===== src/hw/arc_pkg.sv =====
// shared constants and types of the analog remote control logic
package arc_pkg;

  // ---------------------------------------------------------------
  // timing
  // ---------------------------------------------------------------
  localparam int unsigned CLK_HZ       = 50_000_000;
  localparam int unsigned SAMPLE_HZ    = 500;
  localparam int unsigned TICK_CYCLES  = CLK_HZ / SAMPLE_HZ;
  localparam int unsigned ACK_LOW_MS   = 50;
  // least time, so round up to whole ticks
  localparam int unsigned ACK_LOW_TICKS =
    (ACK_LOW_MS * SAMPLE_HZ + 999) / 1000;
  localparam int unsigned START_TICKS  = 10;

  // ---------------------------------------------------------------
  // converter scaling
  // ---------------------------------------------------------------
  localparam logic [15:0] STEPS_10V = 16'h6666;
  localparam logic [15:0] STEPS_5V  = STEPS_10V >> 1;

  // ---------------------------------------------------------------
  // synchronised pin vector layout
  // ---------------------------------------------------------------
  localparam int unsigned PIN_W      = 67;
  localparam int unsigned PIN_REM_N  = 0;
  localparam int unsigned PIN_RES_N  = 1;
  localparam int unsigned PIN_SB     = 2;
  localparam int unsigned PIN_VSET   = 3;
  localparam int unsigned PIN_ISET   = 19;
  localparam int unsigned PIN_PSET   = 35;
  localparam int unsigned PIN_RSET   = 51;

  // ---------------------------------------------------------------
  // register map (byte addresses)
  // ---------------------------------------------------------------
  localparam logic [7:0] REG_CTRL   = 8'h00;
  localparam logic [7:0] REG_ROUTE  = 8'h04;
  localparam logic [7:0] REG_STATE  = 8'h08;
  localparam logic [7:0] REG_IRQ_ST = 8'h0C;
  localparam logic [7:0] REG_IRQ_MK = 8'h10;
  localparam logic [7:0] REG_SET_VI = 8'h14;
  localparam logic [7:0] REG_SET_PR = 8'h18;
  localparam logic [7:0] REG_MON    = 8'h1C;

  localparam int unsigned CTRL_RANGE5 = 0;
  localparam int unsigned CTRL_SBINV  = 1;
  localparam int unsigned CTRL_DIGREQ = 2;
  localparam logic [2:0]  CTRL_RST    = 3'h0;

  // alarm indices; a route bit of one sends the alarm to output 2
  localparam int unsigned ALM_OT = 0;
  localparam int unsigned ALM_PF = 1;
  localparam int unsigned ALM_OV = 2;
  localparam int unsigned ALM_OC = 3;
  localparam int unsigned ALM_OP = 4;
  localparam logic [4:0]  ROUTE_RST = 5'h1C;

  localparam int unsigned IRQ_TAKEOVER = 0;
  localparam int unsigned IRQ_ACK      = 1;
  localparam int unsigned IRQ_ALARM    = 2;
  localparam int unsigned IRQ_REFUSED  = 3;
  localparam logic [3:0]  IRQ_MK_RST   = 4'h0;

  typedef enum logic [2:0] {
    M_INTERNAL = 3'b001,
    M_ANALOG   = 3'b010,
    M_DIGITAL  = 3'b100
  } ctrl_mode_t;

endpackage : arc_pkg


===== src/hw/acq_if.sv =====
// sample tick and synchronised pin levels shared by the acquisition parts
`timescale 1ns/1ps
`default_nettype none
interface acq_if #(parameter int unsigned W = 67);
  logic         tick;
  logic [W-1:0] pins;
  modport tick_side (output tick);
  modport sync_side (output pins);
  modport core      (input tick, input pins);
endinterface : acq_if
`default_nettype wire


===== src/hw/analog_remote_interface_ctrl.sv =====
// control logic behind the isolated analog remote-control port
`timescale 1ns/1ps
`default_nettype none
module analog_remote_interface_ctrl
  import arc_pkg::*;
#(
  parameter int unsigned TICK_CYC  = TICK_CYCLES,
  parameter int unsigned ACK_TICKS = ACK_LOW_TICKS,
  parameter int unsigned RDY_TICKS = START_TICKS
) (
  input  wire logic        ref_clk,
  input  wire logic        rst_n,
  input  wire logic        clk_en,
  // register port
  input  wire logic [7:0]  reg_addr,
  input  wire logic [31:0] reg_wdata,
  input  wire logic        reg_wr,
  input  wire logic        reg_rd,
  output logic      [31:0] reg_rdata,
  // port pins and converter codes
  input  wire logic        takeover_n_pin,
  input  wire logic        res_mode_n_pin,
  input  wire logic        input_standby_ctrl,
  input  wire logic [15:0] voltage_setpoint_in,
  input  wire logic [15:0] current_setpoint_in,
  input  wire logic [15:0] power_setpoint_in,
  input  wire logic [15:0] resistance_setpoint_in,
  // device core
  input  wire logic        overtemperature_alarm,
  input  wire logic        supply_failure_alarm,
  input  wire logic        overvoltage_alarm,
  input  wire logic        overcurrent_alarm,
  input  wire logic        overpower_alarm,
  input  wire logic [15:0] actual_voltage,
  input  wire logic [15:0] actual_current,
  input  wire logic        manual_dc_on,
  // results
  output logic      [15:0] set_voltage,
  output logic      [15:0] set_current,
  output logic      [15:0] set_power,
  output logic      [15:0] set_resistance,
  output logic      [15:0] voltage_monitor_out,
  output logic      [15:0] current_monitor_out,
  output logic             analog_active,
  output logic             resistance_mode,
  output logic             dc_input_on,
  output logic             alarm1_out,
  output logic             alarm2_out,
  output logic             device_ready,
  output logic             irq
);

  // ---------------------------------------------------------------
  // helpers
  // ---------------------------------------------------------------

  // set value in 10 V steps; 5 V codes are clipped then doubled
  function automatic logic [15:0] quant(input logic [15:0] raw,
                                        input logic        r5);
    logic [15:0] full;
    logic [15:0] c;
    full = r5 ? STEPS_5V : STEPS_10V;
    c    = (raw > full) ? full : raw;
    return r5 ? {c[14:0], 1'b0} : c;
  endfunction : quant

  // monitor code for a 0..26214 actual value
  function automatic logic [15:0] mon(input logic [15:0] act,
                                      input logic        r5);
    logic [15:0] c;
    c = (act > STEPS_10V) ? STEPS_10V : act;
    return r5 ? {1'b0, c[15:1]} : c;
  endfunction : mon

  // ---------------------------------------------------------------
  // acquisition parts
  // ---------------------------------------------------------------
  acq_if #(.W(PIN_W)) acq ();

  tick_gen #(.CYCLES(TICK_CYC)) u_tick (
    .ref_clk (ref_clk),
    .rst_n   (rst_n),
    .clk_en  (clk_en),
    .acq     (acq)
  );

  pin_sync #(.W(PIN_W)) u_sync (
    .ref_clk  (ref_clk),
    .rst_n    (rst_n),
    .clk_en   (clk_en),
    .async_in ({resistance_setpoint_in, power_setpoint_in,
                current_setpoint_in, voltage_setpoint_in,
                input_standby_ctrl, res_mode_n_pin,
                takeover_n_pin}),
    .acq      (acq)
  );

  // ---------------------------------------------------------------
  // state
  // ---------------------------------------------------------------
  typedef struct packed {
    logic [2:0]  ctrl;
    logic [4:0]  route;
    logic [3:0]  irq_st;
    logic [3:0]  irq_mk;
    logic [31:0] rdata;
    logic        eval;
    logic        s_rem_n;
    logic        s_res_n;
    logic        s_sb;
    logic [15:0] s_v;
    logic [15:0] s_i;
    logic [15:0] s_p;
    logic [15:0] s_r;
    ctrl_mode_t  mode;
    logic [7:0]  low_cnt;
    logic [7:0]  rdy_cnt;
    logic        ready;
    logic [4:0]  latch;
    logic [15:0] set_v;
    logic [15:0] set_i;
    logic [15:0] set_p;
    logic [15:0] set_r;
    logic [15:0] mon_v;
    logic [15:0] mon_i;
    logic        res_on;
    logic        dc_on;
    logic        al1;
    logic        al2;
    logic        irq;
  } ctrl_st_t;

  ctrl_st_t q;
  ctrl_st_t d;

  localparam logic [7:0] ACK_MIN = 8'(ACK_TICKS);
  localparam logic [7:0] RDY_MAX = 8'(RDY_TICKS);

  logic [4:0] alm;
  assign alm = {overpower_alarm, overcurrent_alarm, overvoltage_alarm,
                supply_failure_alarm, overtemperature_alarm};

  // ---------------------------------------------------------------
  // next state
  // ---------------------------------------------------------------
  always_comb begin
    logic       sb_on;
    logic       take;
    logic       dig;
    logic       r5;
    logic       ack;
    logic [3:0] ev;
    logic [3:0] w1c;
    logic       steady;
    sb_on = 1'b0;
    steady = 1'b0;
    take  = 1'b0;
    dig   = 1'b0;
    r5    = 1'b0;
    ack   = 1'b0;
    ev    = '0;
    w1c   = '0;
    d     = q;
    if (clk_en) begin
      r5  = q.ctrl[CTRL_RANGE5];
      dig = q.ctrl[CTRL_DIGREQ];

      // register port: writes
      if (reg_wr) begin
        unique case (reg_addr)
          REG_CTRL:   d.ctrl   = reg_wdata[2:0];
          REG_ROUTE:  d.route  = reg_wdata[4:0];
          REG_IRQ_ST: w1c      = reg_wdata[3:0];
          REG_IRQ_MK: d.irq_mk = reg_wdata[3:0];
          default: ;
        endcase
      end

      // register port: read data valid in the next cycle only
      d.rdata = '0;
      if (reg_rd) begin
        unique case (reg_addr)
          REG_CTRL:   d.rdata = {29'h0, q.ctrl};
          REG_ROUTE:  d.rdata = {27'h0, q.route};
          REG_STATE:  d.rdata = {16'h0, 3'h0, q.latch, q.dc_on,
                                 q.res_on, q.ready, 2'h0, q.mode};
          REG_IRQ_ST: d.rdata = {28'h0, q.irq_st};
          REG_IRQ_MK: d.rdata = {28'h0, q.irq_mk};
          REG_SET_VI: d.rdata = {q.set_i, q.set_v};
          REG_SET_PR: d.rdata = {q.set_r, q.set_p};
          REG_MON:    d.rdata = {q.mon_i, q.mon_v};
          default:    d.rdata = '0;
        endcase
      end

      // capture pins only on the tick; evaluate one cycle later
      d.eval = acq.tick;
      if (acq.tick) begin
        d.s_rem_n = acq.pins[PIN_REM_N];
        d.s_res_n = acq.pins[PIN_RES_N];
        d.s_sb    = acq.pins[PIN_SB];
        d.s_v     = acq.pins[PIN_VSET +: 16];
        d.s_i     = acq.pins[PIN_ISET +: 16];
        d.s_p     = acq.pins[PIN_PSET +: 16];
        d.s_r     = acq.pins[PIN_RSET +: 16];
      end

      if (q.eval) begin
        take  = !q.s_rem_n;
        // polarity setting inverts the standby meaning
        sb_on = q.s_sb ^ q.ctrl[CTRL_SBINV];
        // a code torn mid-change differs a cycle later; skip that sample
        steady = (acq.pins[PIN_VSET +: 64] == {q.s_r, q.s_p, q.s_i, q.s_v});

        // startup: alarm outputs stay quiet until ready
        if (!q.ready) begin
          d.rdy_cnt = q.rdy_cnt + 8'h01;
          d.ready   = (d.rdy_cnt >= RDY_MAX);
        end

        // one control source at a time
        unique case (q.mode)
          M_INTERNAL: begin
            if (take) begin
              d.mode           = M_ANALOG;
              ev[IRQ_TAKEOVER] = 1'b1;
            end else if (dig) begin
              d.mode = M_DIGITAL;
            end
          end
          M_ANALOG: begin
            if (!take) begin
              d.mode           = M_INTERNAL;
              ev[IRQ_TAKEOVER] = 1'b1;
            end
            if (dig) begin
              ev[IRQ_REFUSED] = 1'b1;
            end
          end
          M_DIGITAL: begin
            if (!dig) begin
              d.mode = M_INTERNAL;
            end
            if (take) begin
              ev[IRQ_REFUSED] = 1'b1;
            end
          end
          default: d.mode = M_INTERNAL;
        endcase

        // set values follow the pins only under analog takeover
        if (q.mode == M_ANALOG) begin
          if (steady) begin
            d.set_v = quant(q.s_v, r5);
            d.set_i = quant(q.s_i, r5);
            d.set_p = quant(q.s_p, r5);
          end
          d.res_on = !q.s_res_n;
          if (!q.s_res_n && steady) begin
            d.set_r = quant(q.s_r, r5);
          end
        end else begin
          d.res_on = 1'b0;
        end

        // readback stays available in every mode
        d.mon_v = mon(actual_voltage, r5);
        d.mon_i = mon(actual_current, r5);

        // acknowledge: low phase counted in ticks, on rising edge
        if (!sb_on) begin
          if (q.low_cnt != 8'hFF) begin
            d.low_cnt = q.low_cnt + 8'h01;
          end
        end else begin
          ack = (q.low_cnt >= ACK_MIN) &&
                (q.mode == M_ANALOG);
          d.low_cnt = '0;
        end
        ev[IRQ_ACK] = ack;
      end

      // pending alarms: a present alarm always wins over ack
      ev[IRQ_ALARM] = |(alm & ~q.latch);
      d.latch = (q.latch & ~{5{ack}}) | alm;

      // input on/off: standby always gates, alarms force off
      if (q.eval) begin
        if (q.mode == M_ANALOG) begin
          d.dc_on = sb_on;
        end else begin
          d.dc_on = sb_on && manual_dc_on;
        end
      end
      if (|d.latch) begin
        d.dc_on = 1'b0;
      end

      // alarm pins carry the or of routed alarms only
      d.al1 = d.ready && |(d.latch & ~q.route);
      d.al2 = d.ready && |(d.latch & q.route);

      // sticky events: a new event beats a clear
      d.irq_st = (q.irq_st & ~w1c) | ev;
      d.irq    = |(d.irq_st & d.irq_mk);
    end
  end

  // ---------------------------------------------------------------
  // registers
  // ---------------------------------------------------------------
  always_ff @(posedge ref_clk or negedge rst_n) begin
    if (!rst_n) begin
      q         <= '0;
      q.ctrl    <= CTRL_RST;
      q.route   <= ROUTE_RST;
      q.irq_mk  <= IRQ_MK_RST;
      q.mode    <= M_INTERNAL;
      q.s_rem_n <= 1'b1;
      q.s_res_n <= 1'b1;
      q.s_sb    <= 1'b1;
    end else begin
      q <= d;
    end
  end

  // ---------------------------------------------------------------
  // outputs, all straight from flip-flops
  // ---------------------------------------------------------------
  assign reg_rdata           = q.rdata;
  assign set_voltage         = q.set_v;
  assign set_current         = q.set_i;
  assign set_power           = q.set_p;
  assign set_resistance      = q.set_r;
  assign voltage_monitor_out = q.mon_v;
  assign current_monitor_out = q.mon_i;
  assign analog_active       = q.mode[1];
  assign resistance_mode     = q.res_on;
  assign dc_input_on         = q.dc_on;
  assign alarm1_out          = q.al1;
  assign alarm2_out          = q.al2;
  assign device_ready        = q.ready;
  assign irq                 = q.irq;

endmodule : analog_remote_interface_ctrl
`default_nettype wire


===== src/hw/pin_sync.sv =====
// two-stage synchroniser for all pins and converter codes
`timescale 1ns/1ps
`default_nettype none
module pin_sync
  import arc_pkg::*;
#(
  parameter int unsigned W = PIN_W
) (
  input  wire logic         ref_clk,
  input  wire logic         rst_n,
  input  wire logic         clk_en,
  input  wire logic [W-1:0] async_in,
  acq_if.sync_side          acq
);
  typedef struct packed {
    logic [W-1:0] s1;
    logic [W-1:0] s2;
  } sync_st_t;

  sync_st_t st_q;
  sync_st_t st_d;

  // first stage is read by the second stage only
  always_comb begin
    st_d = st_q;
    if (clk_en) begin
      st_d.s1 = async_in;
      st_d.s2 = st_q.s1;
    end
  end

  always_ff @(posedge ref_clk or negedge rst_n) begin
    if (!rst_n) begin
      st_q <= '0;
    end else begin
      st_q <= st_d;
    end
  end

  assign acq.pins = st_q.s2;
endmodule : pin_sync
`default_nettype wire


===== src/hw/tick_gen.sv =====
// divider producing the one-cycle acquisition tick
`timescale 1ns/1ps
`default_nettype none
module tick_gen
  import arc_pkg::*;
#(
  parameter int unsigned CYCLES = TICK_CYCLES
) (
  input  wire logic ref_clk,
  input  wire logic rst_n,
  input  wire logic clk_en,
  acq_if.tick_side  acq
);
  localparam int unsigned CW = $clog2(CYCLES + 1);
  localparam logic [CW-1:0] LAST = CW'(CYCLES - 1);

  typedef struct packed {
    logic [CW-1:0] cnt;
    logic          tick;
  } tick_st_t;

  tick_st_t st_q;
  tick_st_t st_d;

  // free-running count, tick is a registered pulse
  always_comb begin
    st_d = st_q;
    if (clk_en) begin
      st_d.tick = (st_q.cnt == LAST);
      st_d.cnt  = st_d.tick ? '0 : st_q.cnt + CW'(1);
    end
  end

  always_ff @(posedge ref_clk or negedge rst_n) begin
    if (!rst_n) begin
      st_q <= '0;
    end else begin
      st_q <= st_d;
    end
  end

  assign acq.tick = st_q.tick;
endmodule : tick_gen
`default_nettype wire


===== config.mk =====
export PLATFORM = sky130hd
export DESIGN_NAME = analog_remote_interface_ctrl
export DESIGN_NICKNAME = d
export VERILOG_FILES = /design/src/hw/arc_pkg.sv /design/src/hw/acq_if.sv /design/src/hw/analog_remote_interface_ctrl.sv /design/src/hw/pin_sync.sv /design/src/hw/tick_gen.sv
export SDC_FILE = /design/constraint.sdc
export NUM_CORES = 1
export LEC_CHECK = 0
export CAP_MARGIN = 15
export CORE_AREA = 10 10 216 218
export CTS_CLUSTER_SIZE = 10
export DETAILED_ROUTE_END_ITERATION = 7
export DIE_AREA = 0 0 226 228
export DONT_BUFFER_PORTS = 1
export GPL_TIMING_DRIVEN = 0
export HOLD_SLACK_MARGIN = 0.02
export PLACE_DENSITY = 0.68
export SYNTH_ARGS = -nofsm -noshare
export SYNTH_HDL_FRONTEND = slang
export SYNTH_HIERARCHICAL = 1
export SYNTH_SLANG_ARGS = --single-unit

===== constraint.sdc =====
create_clock -name ref_clk -period 6.1 [get_ports ref_clk]
set_input_delay 1.83 -clock ref_clk [delete_from_list [all_inputs] [get_ports ref_clk]]
set_output_delay 1.83 -clock ref_clk [all_outputs]
set_load 0.05 [all_outputs]

## Word-level counts from Yosys, hierarchy flattened

Index checks and enable logic that the tools add are counted.

| storage, ports and cells | value |
|---|---|
| register bits after elaboration | 394 |
| bits of input ports | 150 |
| output and inout port bits | 135 |
| logic and storage cells | 149 |

| cells by class | value |
|---|---|
| add/sub/neg operators | 3 |
| order comparisons | 8 |
| equal/unequal tests | 19 |
| multiplexer cells | 50 |
| bitwise operators | 13 |
| reduce and logical (&&, ||, !) cells | 23 |

Operator list:

| operator | number |
|---|---|
| $pmux W32 S8 | 1 |
| $mux W16 | 12 |
| $eq A64 B64 Y1 | 1 |
| $gt A16 B16 Y1 | 3 |
| $mux W20 | 2 |
| $eq A8 B5 Y1 const B | 4 |
| $gt A16 B15 Y1 const B | 2 |
| $mux W32 | 1 |
| $mux W4 | 6 |
| $and A5 B5 Y5 | 4 |
| $reduce_or A5 Y1 | 4 |
| $add A17 B1 Y17 const B | 1 |
| $eq A17 B17 Y1 const B | 1 |
| $mux W17 | 1 |
| $add A8 B1 Y8 const B | 2 |
| $eq A8 B4 Y1 const B | 2 |
| $gt A16 B15 Y1 | 1 |
| $mux W8 | 2 |
| $mux W15 | 1 |
| $not A5 Y5 | 3 |
| $mux W1 | 14 |
| $mux W3 | 4 |
| $reduce_and A3 Y1 | 4 |
| $mux W9 | 1 |
| other kinds (28) | 39 |

## Longest topological paths before layout

Gate-level depths: netlist (run 1).

| logic depth | value |
|---|---|
| depth in word-level cells | 11 |
| mapped depth | 10 |
| mapped depth without buffers | 8 |

## Modules after synthesis

The synthesis (run 1) kept the hierarchy.

Modules (own cells, without submodules):

| module | times used | cells each | area an instance (um^2) | sequential area each (um^2) |
|---|---|---|---|---|
| analog_remote_interface_ctrl | 1 | 1348 | 14397.6 | 6064.6 |
| pin_sync | 1 | 350 | 5715.5 | 3353.2 |
| tick_gen | 1 | 86 | 898.4 | 450.4 |

## Least setup slack after synthesis (run 1)

No wires, ideal clock.

| timing | value |
|---|---|
| path type | input-to-reg |
| start | input port reg_addr[7] |
| end | register q, in the netlist irq |
| library setup time | 126 ps |
| arrival time | 3489 ps |
| data required time | 5974 ps |
| path slack | 2485 ps |
| stages on the path | 7 |
| path buffers | 1 |
| path through | or3_1 > buf_2 > nor4b_4 > nand3_1 > a21oi_1 > o21ai_1 > o32a_1 |

| on the way | value |
|---|---|
| word-level cells in the longest chain between the ends | 9 |
| elaborated cells on any way between the ends | 13 |
| those cells by class | eq/ne: 2; mux: 6; bitwise: 4; reduce/logical: 1 |

Ends and longest elaborated chain:

| item | RTL line | text |
|---|---|---|
| start, declared | analog_remote_interface_ctrl.sv:15 | `input wire logic [7:0] reg_addr,` |
| $eq A8 B4 Y1 | analog_remote_interface_ctrl.sv:170 | `unique case (reg_addr)` |
| $mux W4 | analog_remote_interface_ctrl.sv:170 |  |
| $mux W4 | analog_remote_interface_ctrl.sv:169 | `if (reg_wr) begin` |
| $mux W4 | analog_remote_interface_ctrl.sv:164 | `if (clk_en) begin` |
| $not A4 Y4 | analog_remote_interface_ctrl.sv:304 | `d.irq_st = (q.irq_st & ~w1c) \| ev;` |
| $and A4 B4 Y4 | analog_remote_interface_ctrl.sv:304 |  |
| $or A4 B4 Y4 | analog_remote_interface_ctrl.sv:304 |  |
| $and A4 B4 Y4 (*) | analog_remote_interface_ctrl.sv:305 | `d.irq = \|(d.irq_st & d.irq_mk);` |
| $reduce_or A4 Y1 (*) | analog_remote_interface_ctrl.sv:305 |  |
| end, declared | analog_remote_interface_ctrl.sv:133 | `ctrl_st_t q;` |

Every way passes the cells marked *; elsewhere a longest branch is shown, timed or not. The select of a mux whose other input is x is not followed.
A chain may end at the register's enable or synchronous reset.

## Worst setup path after layout (run 1)

| timing | value |
|---|---|
| start | register q[239] (netlist bit) |
| end | register q, in the netlist set_resistance[0] |

| on the way | value |
|---|---|
| word-level cells in the longest chain between the ends | 4 |

Ends and longest elaborated chain:

| item | RTL line | text |
|---|---|---|
| $mux W15 | analog_remote_interface_ctrl.sv:62 | `full = r5 ? STEPS_5V : STEPS_10V;` |
| $gt A16 B15 Y1 | analog_remote_interface_ctrl.sv:63 | `c = (raw > full) ? full : raw;` |
| $mux W16 | analog_remote_interface_ctrl.sv:63 |  |
| $mux W16 (*) | analog_remote_interface_ctrl.sv:64 | `return r5 ? {c[14:0], 1'b0} : c;` |

Every way passes the cells marked *; elsewhere a longest branch is shown, timed or not.

==> impl_metrics.ini, run 1 <==
[synthesis]
synth_top_area_share_pct = 46.1
syn-cell-area_um2 = 21000
ys_seq_elements = 394
synth_edf_count = 0
synth_area_leaders = dfrtp_1 46%, mux2_2 10%, buf_4 7.0%
yosys.area.top_type = dfrtp_1
yosysMostFrequentCell = dfrtp_1
avgSynthCellArea_um2 = 11.8
yosysWarningCount = 6
async_reset_ff_share_pct = 100
synthFlopType = dfrtp_1
synth_cells = 1784
syn_nets = 1972
synth.distinct_cells = 82
synth_common_cells = 387 x dfrtp_1, 196 x buf_4, 189 x mux2_2, 108 x nor2_1, 82 x nand2_1
yosysSeqAreaShare_pct = 47.0

[final_layout]
finalNetCount = 2021
area_growth_pct = 10.2
area.sequential_um2 = 9870
post-route-util_pct = 54.5
drive_above_1_share_pct = 30.4
multiInputGateArea_um2 = 9150
nFillCells = 3675

[pwr]
seqPwrFrac_pct = 46.9
switchingPower_uw = 1540
ir_drop_uv = 222
power_density_nw_per_um2 = 271
p_sw_share_pct = 24.5
p_leak_uw = 0.0107
clock_power_share_pct = 42.5
cellInternalPower_uw = 4730
combPwrFrac_pct = 10.7

[clock_network]
cts_root_buf = clkbuf_16
ctsResizeCount = 0
ctsHtreeMaxLevel = 2
clk_pin_slew_ps = 60
cts_buffers = 47
clk_latency_ps = 580
cts_tree = built
numClockSinks = 394
cts_hold_buf = 0
clock_path_buffers = 3
post_cts_buffers = 0

[sta]
fmax_mhz = 212
rsz0062_at_grt = false
worst_pin_slew_ps = 1630
period_minus_slack_ps = 4720
drv_slew = 173
skew_ps = 20.9
hold_viol = 0
fin_setup_tns_ps = 0
setup_violations = 0
relSlewSlack_pct = -8.87
period_share_pct = 77.4
hold_slack_ps = 487

[detailed_routing]
drtPass1Iterations = 5
top_layer = met5
wl_per_cell_um = 24.6
detail_route.vias_per_cell = 5.91
wirelength_um = 59300
drt_iter0_markers = 1274
wl_met3_um = 4690
drc = 0
vias = 14200
route.met2.wl_um = 27400
wl_met1_um = 25400
ant_nets = 0

[setup_path]
worst-setup-path-type = reg2reg
cp.required_ps = 6550
crit_fanout = 21
startpoint_type = flip-flop
end_kind = flip-flop
critPathArrivalTime_ps = 5170

[floorplan]
pin_count = 285
fp-row-count = 76
fp.dieW_um = 226
core-area_um2 = 42500
start_util_pct = 49.4
die_h_um = 228
die_area_um2 = 51500

[grt]
grt_pass1_vias = 14600
antenna_found_initial = 3
track_usage_pct = 22.7
overflow = 0
grt_pass1_wl_um = 90500
grt_max_degree = 395

[run]
cap_violations = 0

[placed_design]
place_congestion = 0.934
dp_hpwl_um = 45600
io_buffers = 0

[outcome]
outcome = finished, violations left
violations = slew limit

[min_path]
hp-class = reg2reg
-- stage by stage --
| stage | setup WS (ps) | instances | area (um2) | power [uW] |
|---|---|---|---|---|
| CTS | 1410 | 2408 | 23100 | 6330 |
| detailed placement | 1430 | 2330 | 21700 | 3650 |
| global placement | 1360 | 2330 | 21700 | 3630 |
| floorplan | 2480 | 1784 | 21000 | 3490 |
| global route | 1160 | 2408 | 23100 | 6510 |
| finish | 1380 | 2410 | 23100 | 6260 |
-- flip-flops by register name, indices dropped and copies added, names as in the netlist --
signal,cells
u_tick/acq.tick,1
device_ready,1
set_voltage,16
q,107
irq,1
resistance_mode,1
reg_rdata,32
analog_active,1
u_tick/st_q,17
set_resistance,16
dc_input_on,1
u_sync/st_q,67
u_sync/acq.pins,67
set_current,16
voltage_monitor_out,16
current_monitor_out,16
alarm1_out,1
alarm2_out,1
set_power,16
-- area by class of cell --
cell class              instances  share of cell area [%]
multi-input cells            1086                    39.5
plain buffers                 270                    8.06
diodes                          2                  0.0216
flip-flops and latches        394                    42.6
inverters                      34                   0.551
well taps                     546                    2.95
clock inverters                 3                   0.238
clock buffers                  75                    6.02
-- power by group through the flow --
stage / logic, uW / registers, uW / clock network [uW]
6_report: 667 / 2940 / 2660
5_1_grt: 719 / 2950 / 2830
4_1_cts: 674 / 2930 / 2720
3_5_place_dp: 673 / 2980 / 0
3_3_place_gp: 657 / 2970 / 0
2_1_floorplan: 571 / 2920 / 0
-- worst paths after layout --
check / startpoint / endpoint / slack [ps] / cells after the start
setup / recovery: q[239] / set_resistance[0] / 1380 / 10
hold / removal: reg_rdata[2] / reg_rdata[2] / 490 / 1
setup reg to reg: q[239] / set_resistance[0] / 1380 / 10
hold reg to reg: reg_rdata[2] / reg_rdata[2] / 490 / 1
max in group asynchronous: rst_n / u_sync/acq.pins[62] / 3830 / 0
min in group asynchronous: rst_n / q[112] / 960 / 0
-- layer usage --
layer | track usage (%) | vias to the layer above
met5 | 0 | -
met4 | 7.54 | 2
met3 | 5.84 | 99
met2 | 35.7 | 533
met1 | 29.7 | 7242
li1 | - | 6370
-- placed cells by master (no fill, tap or decap), drive strengths merged, types with 33 or more instances in the layout --
| cell type | netlist | final |
|---|---|---|
| mux2 | 274 | 274 |
| inv | 33 | 34 |
| a21oi | 45 | 45 |
| ha | 38 | 38 |
| a22o | 42 | 42 |
| clkbuf | 41 | 116 |
| nor2 | 110 | 110 |
| buf | 229 | 229 |
| dfrtp | 387 | 387 |
| nand2 | 82 | 82 |
| mux2i | 76 | 76 |
| xnor2 | 62 | 62 |
| nand4 | 33 | 33 |
-- critical path: stages, from the launching register on --
cell and delay (ps):
dfrtp_1 920, clkbuf_1 300, clkbuf_1 680, inv_1 620
ha_1 490, nand2_1 50, or4_1 410, a211oi_1 340
o41a_1 380, nor3_1 90, mux2_2 290
-- logic make-up after synthesis --
group	count (synthesis)	share of synthesized area (%)
AOI/OAI and AO/OA	268	9.53
xor gates and xnor gates	85	3.54
adders and majority gates	39	2.31
buffers and inverters	304	9.49
DFF	394	47.0
muxes	350	19.6
and+or+nand+nor	344	8.60
Note: power is estimated with default switching activity, not from simulation.
==> run 2, diff against run 1 <==
--- a/config.mk
+++ b/config.mk
@@ -13,7 +13,7 @@
 export DONT_BUFFER_PORTS = 1
 export GPL_TIMING_DRIVEN = 0
 export HOLD_SLACK_MARGIN = 0.02
-export PLACE_DENSITY = 0.68
+export PLACE_DENSITY = 0.7
 export SYNTH_ARGS = -nofsm -noshare
 export SYNTH_HDL_FRONTEND = slang
 export SYNTH_HIERARCHICAL = 1
==> constraint.sdc (replaced) <==
create_clock -name ref_clk -period 4.2 [get_ports ref_clk]
set_input_delay 1.26 -clock ref_clk [delete_from_list [all_inputs] [get_ports ref_clk]]
set_output_delay 1.26 -clock ref_clk [all_outputs]
set_load 0.05 [all_outputs]
==> impl_metrics.ini, run 2 (synthesis gave the netlist of run 1 again) <==
[setup_path]
r2r-end = set_current[10]
crit_fanout = 21
reg2reg_depth = 10
reg2reg_from = q[239]
startpoint_type = flip-flop
worst-setup-path-type = reg2reg
end_kind = flip-flop
cp.required_ps = 4640
r2r_slack_ps = 350
critPathArrivalTime_ps = 4290

[grt]
track_usage_pct = 22.6
overflow = 0
antenna_found_initial = 5
gr-max-usage-layer = met2
grt_pass1_wl_um = 90600
grt_pass1_vias = 14500
met1_usage_pct = 29.6
met2_usage_pct = 36.2
grt_use_met3_pct = 5.41
grt_max_degree = 395

[final_layout]
drive_above_1_share_pct = 30.6
area_growth_pct = 10.0
layout.cells.non_filler = 2408
most-common-layout-cells = 386 x dfrtp_1, 197 x buf_4, 189 x mux2_2
regMostFlops = q
largest_reg_flops = 107
finalNetCount = 2023
mostFrequentLayoutCell = dfrtp_1

[placed_design]
io_buffers = 0
dp_hpwl_um = 45400
place_congestion = 0.945
post-place-cells = 2330

[clock_network]
clock_path_buffers = 3
cts_tree = built
clk_latency_ps = 590
ctsHtreeMaxLevel = 2
numClockSinks = 394
cts_root_buf = clkbuf_16
cts_buffers = 47
clk_pin_slew_ps = 50

[floorplan]
start_util_pct = 49.4
fp.dieW_um = 226
die_area_um2 = 51500
die_h_um = 228
pin_count = 285
core-area_um2 = 42500
fp-row-count = 76

[sta]
drv_slew = 0
fin_setup_tns_ps = 0
relSlewSlack_pct = 31.5
hold_viol = 0
period_minus_slack_ps = 3850
rsz0062_at_grt = false
fmax_mhz = 260
hold_slack_ps = 424
skew_ps = 29.5
worst_pin_slew_ps = 1030
period_share_pct = 91.6
setup_violations = 0

[pwr]
ir_drop_uv = 298
p_total_uw = 9010
power_density_nw_per_um2 = 390
p_leak_uw = 0.0107

[detailed_routing]
ant_nets = 0
wl_per_cell_um = 24.7
drtPass1Iterations = 5
vias = 14400
drt_iter0_markers = 1413
wirelength_um = 59400
drc = 0
detail_route.vias_per_cell = 5.97

[min_path]
hp-class = in2async

[outcome]
outcome = complete, no violations

[run]
cap_violations = 0
[run 2: cell count changes in the layout (fill, tap and decap cells not counted), moves of 2 or more]
cell,before,now
clkbuf_1,60,57
clkinvlp_4,0,2
clkbuf_16,49,47
clkbuf_8,7,3
inv_6,0,3
[run 2: repair_timing]
item	in CTS	in global routing
endpoints found under the setup margin	64	14
gates resized for setup	2	1
hold buffers	0	0
buffers inserted	0	2
[run 2: layout make-up]
| cell class | count | area, um2 |
|---|---|---|
| Tap cell | 546 | 683 |
| Timing Repair Buffer | 2 | 27.5 |
| Multi-Input combinational cell | 1086 | 9150 |
| Clock inverter | 7 | 98.8 |
| Antenna cell | 2 | 5.00 |
| Fill cell | 3615 | 19400 |
| Clock buffer | 67 | 1280 |
| Sequential cell | 394 | 9870 |
| Buffer | 270 | 1870 |
| Inverter | 34 | 131 |
[run 2: how the worst max path moves through the flow]
| stage | from | to | slack [ps] |
|---|---|---|---|
| floorplan | q[239] | set_resistance[0] | 740 |
| global placement | q[239] | set_resistance[11] | -570 |
| detailed placement | q[239] | set_resistance[11] | -590 |
| CTS | q[239] | set_resistance[11] | 170 |
| global route | q[239] | set_voltage[14] | 110 |
| finish | q[239] | set_current[10] | 350 |
[run 2: worst max-delay path, stage by stage (launching register included)]
cell and delay [ps]:
dfrtp_2 670, clkbuf_1 300, clkbuf_2 450, clkinvlp_4 290, buf_12 210, ha_1 290, o31a_1 110, o41a_1 320
o21ai_1 480, o211ai_1 220, mux2_1 330
[run 2: layer usage]
| layer | routed length (um) | share of wire, % | up-vias |
|---|---|---|---|
| met3 | 4990 | 8.4 | 126 |
| met1 | 24900 | 42 | 7232 |
| li1 | - | - | 6397 |
| met4 | 1680 | 2.8 | 6 |
| met2 | 27800 | 47 | 609 |
| met5 | 39 | 0.066 | - |
[run 2: through the flow]
stage / utilization (%) / cell area [um2] / setup slack [ps]
4_1_cts: 54.3 / 23100 / 169
6_report: 54.4 / 23100 / 351
5_1_grt: 54.4 / 23100 / 108
3_3_place_gp: 51.0 / 21700 / -566
2_1_floorplan: - / 21000 / 738
3_5_place_dp: 51.0 / 21700 / -587
[run 2: power breakdown]
group | internal [uW] | total, uW | switching [uW]
Combinational | 514 | 972 | 458
Sequential | 4040 | 4270 | 228
Clock | 2220 | 3770 | 1550
==> run 3, diff against run 2 <==
--- a/config.mk
+++ b/config.mk
@@ -11,7 +11,6 @@
 export DETAILED_ROUTE_END_ITERATION = 7
 export DIE_AREA = 0 0 226 228
 export DONT_BUFFER_PORTS = 1
-export GPL_TIMING_DRIVEN = 0
 export HOLD_SLACK_MARGIN = 0.02
 export PLACE_DENSITY = 0.7
 export SYNTH_ARGS = -nofsm -noshare
==> impl_metrics.ini, run 3 (synthesis gave the netlist of run 1 again) <==
[outcome]
outcome = complete, no violations

[placed_design]
dp_hpwl_um = 41000
dp_slack_ps = 814
place_congestion = 0.913
io_buffers = 0

[floorplan]
die_area_um2 = 51500
start_util_pct = 49.4
pin_count = 285
core-area_um2 = 42500
fp.dieW_um = 226
fp-row-count = 76
die_h_um = 228

[sta]
skew_ps = 26.1
fin_setup_tns_ps = 0
worst_pin_slew_ps = 1320
relSlewSlack_pct = 11.7
drv_slew = 0
fmax_mhz = 309
period_minus_slack_ps = 3230
hold_viol = 0
setup_violations = 0
period_share_pct = 77.0
layout_setup_ws_ps = 967
rsz0062_at_grt = false

[final_layout]
largest_reg_flops = 107
regMostFlops = q
finalNetCount = 1773
nFillCells = 3668
mostFrequentLayoutCell = dfrtp_1
drive_above_1_share_pct = 22.9
area.sequential_um2 = 9870
area_growth_pct = 2.27
most-common-layout-cells = 386 x dfrtp_1, 189 x mux2_2, 106 x nor2_1
multiInputGateArea_um2 = 9170

[setup_path]
worst-setup-path-type = reg2reg
end_kind = flip-flop
critPathArrivalTime_ps = 3700
startpoint_type = flip-flop
cp.required_ps = 4660
crit_fanout = 74

[grt]
overflow = 0
antenna_found_initial = 14
track_usage_pct = 21.1
grt_max_degree = 395
grt_pass1_wl_um = 84000
grt_pass1_vias = 13300

[pwr]
ir_drop_uv = 323
p_leak_uw = 0.00964
power_density_nw_per_um2 = 409

[clock_network]
cts_hold_buf = 0
cts_buffers = 47
clock_path_buffers = 3
post_cts_buffers = 0
clk_latency_ps = 580
numClockSinks = 394
ctsHtreeMaxLevel = 2
clk_pin_slew_ps = 60
cts_root_buf = clkbuf_16
cts_tree = built
ctsResizeCount = 0

[detailed_routing]
ant_nets = 0
drtPass1Iterations = 6
vias = 13100
wl_per_cell_um = 25.6
drt_iter0_markers = 948
drc = 0
detail_route.vias_per_cell = 6.08
wirelength_um = 55400

[min_path]
hp-class = in2async

[run]
cap_violations = 0
run 3: report_power, final:
group	internal, uW	leakage, uW	switching, uW
sequential	4040	0.00505	398
combinational	354	0.00391	208
clock	2220	0.000685	1570
total	6610	0.00964	2180
run 3: worst max-delay path, stage by stage (launching register included):
cell     delay [ps]
dfrtp_4         580
buf_12          390
ha_1            330
and3b_1         170
o31a_1          230
o41a_1          340
o21ai_1         530
nand2_1         190
mux2_1          330
run 3: through the flow:
stage | cell area [um2] | cells | hold WS [ps] | utilization (%) | total power [uW]
2_1_floorplan | 21000 | 1784 | 454 | - | 5070
3_3_place_gp | 20100 | 2081 | 484 | 47.2 | 5030
6_report | 21500 | 2160 | 400 | 50.6 | 8780
3_5_place_dp | 20100 | 2081 | 488 | 47.2 | 5060
4_1_cts | 21500 | 2155 | 358 | 50.5 | 8880
5_1_grt | 21500 | 2158 | 368 | 50.5 | 9120
run 3: final timing paths:
check / from / to / slack [ps] / depth (start not counted)
worst max-delay path: q[239] / set_voltage[14] / 970 / 8
worst min-delay path: rst_n / u_sync/st_q[119] / 400 / 0
worst max register to register: q[239] / set_voltage[14] / 970 / 8
worst min register to register: u_sync/st_q[92] / u_sync/acq.pins[25] / 490 / 1
max in group asynchronous: rst_n / q[239] / 2660 / 0
min in group ref_clk: u_sync/st_q[92] / u_sync/acq.pins[25] / 490 / 1
run 3: final cells by class:
cell class	count	area share, %
Clock inverter	6	0.443
Sequential cell	394	45.9
Clock buffer	68	6.12
Timing Repair Buffer	22	1.00
Tap cell	546	3.18
Antenna cell	4	0.0466
Inverter	34	0.594
Multi-Input combinational cell	1086	42.7
run 3: per-layer routing:
metal | vias up | wire length (um) | global-route usage (%)
li1 | 5891 | - | -
met1 | 6649 | 23700 | 27.5
met2 | 444 | 24700 | 32.4
met3 | 131 | 4800 | 6.33
met4 | 20 | 1990 | 8.28
met5 | - | 126 | 0
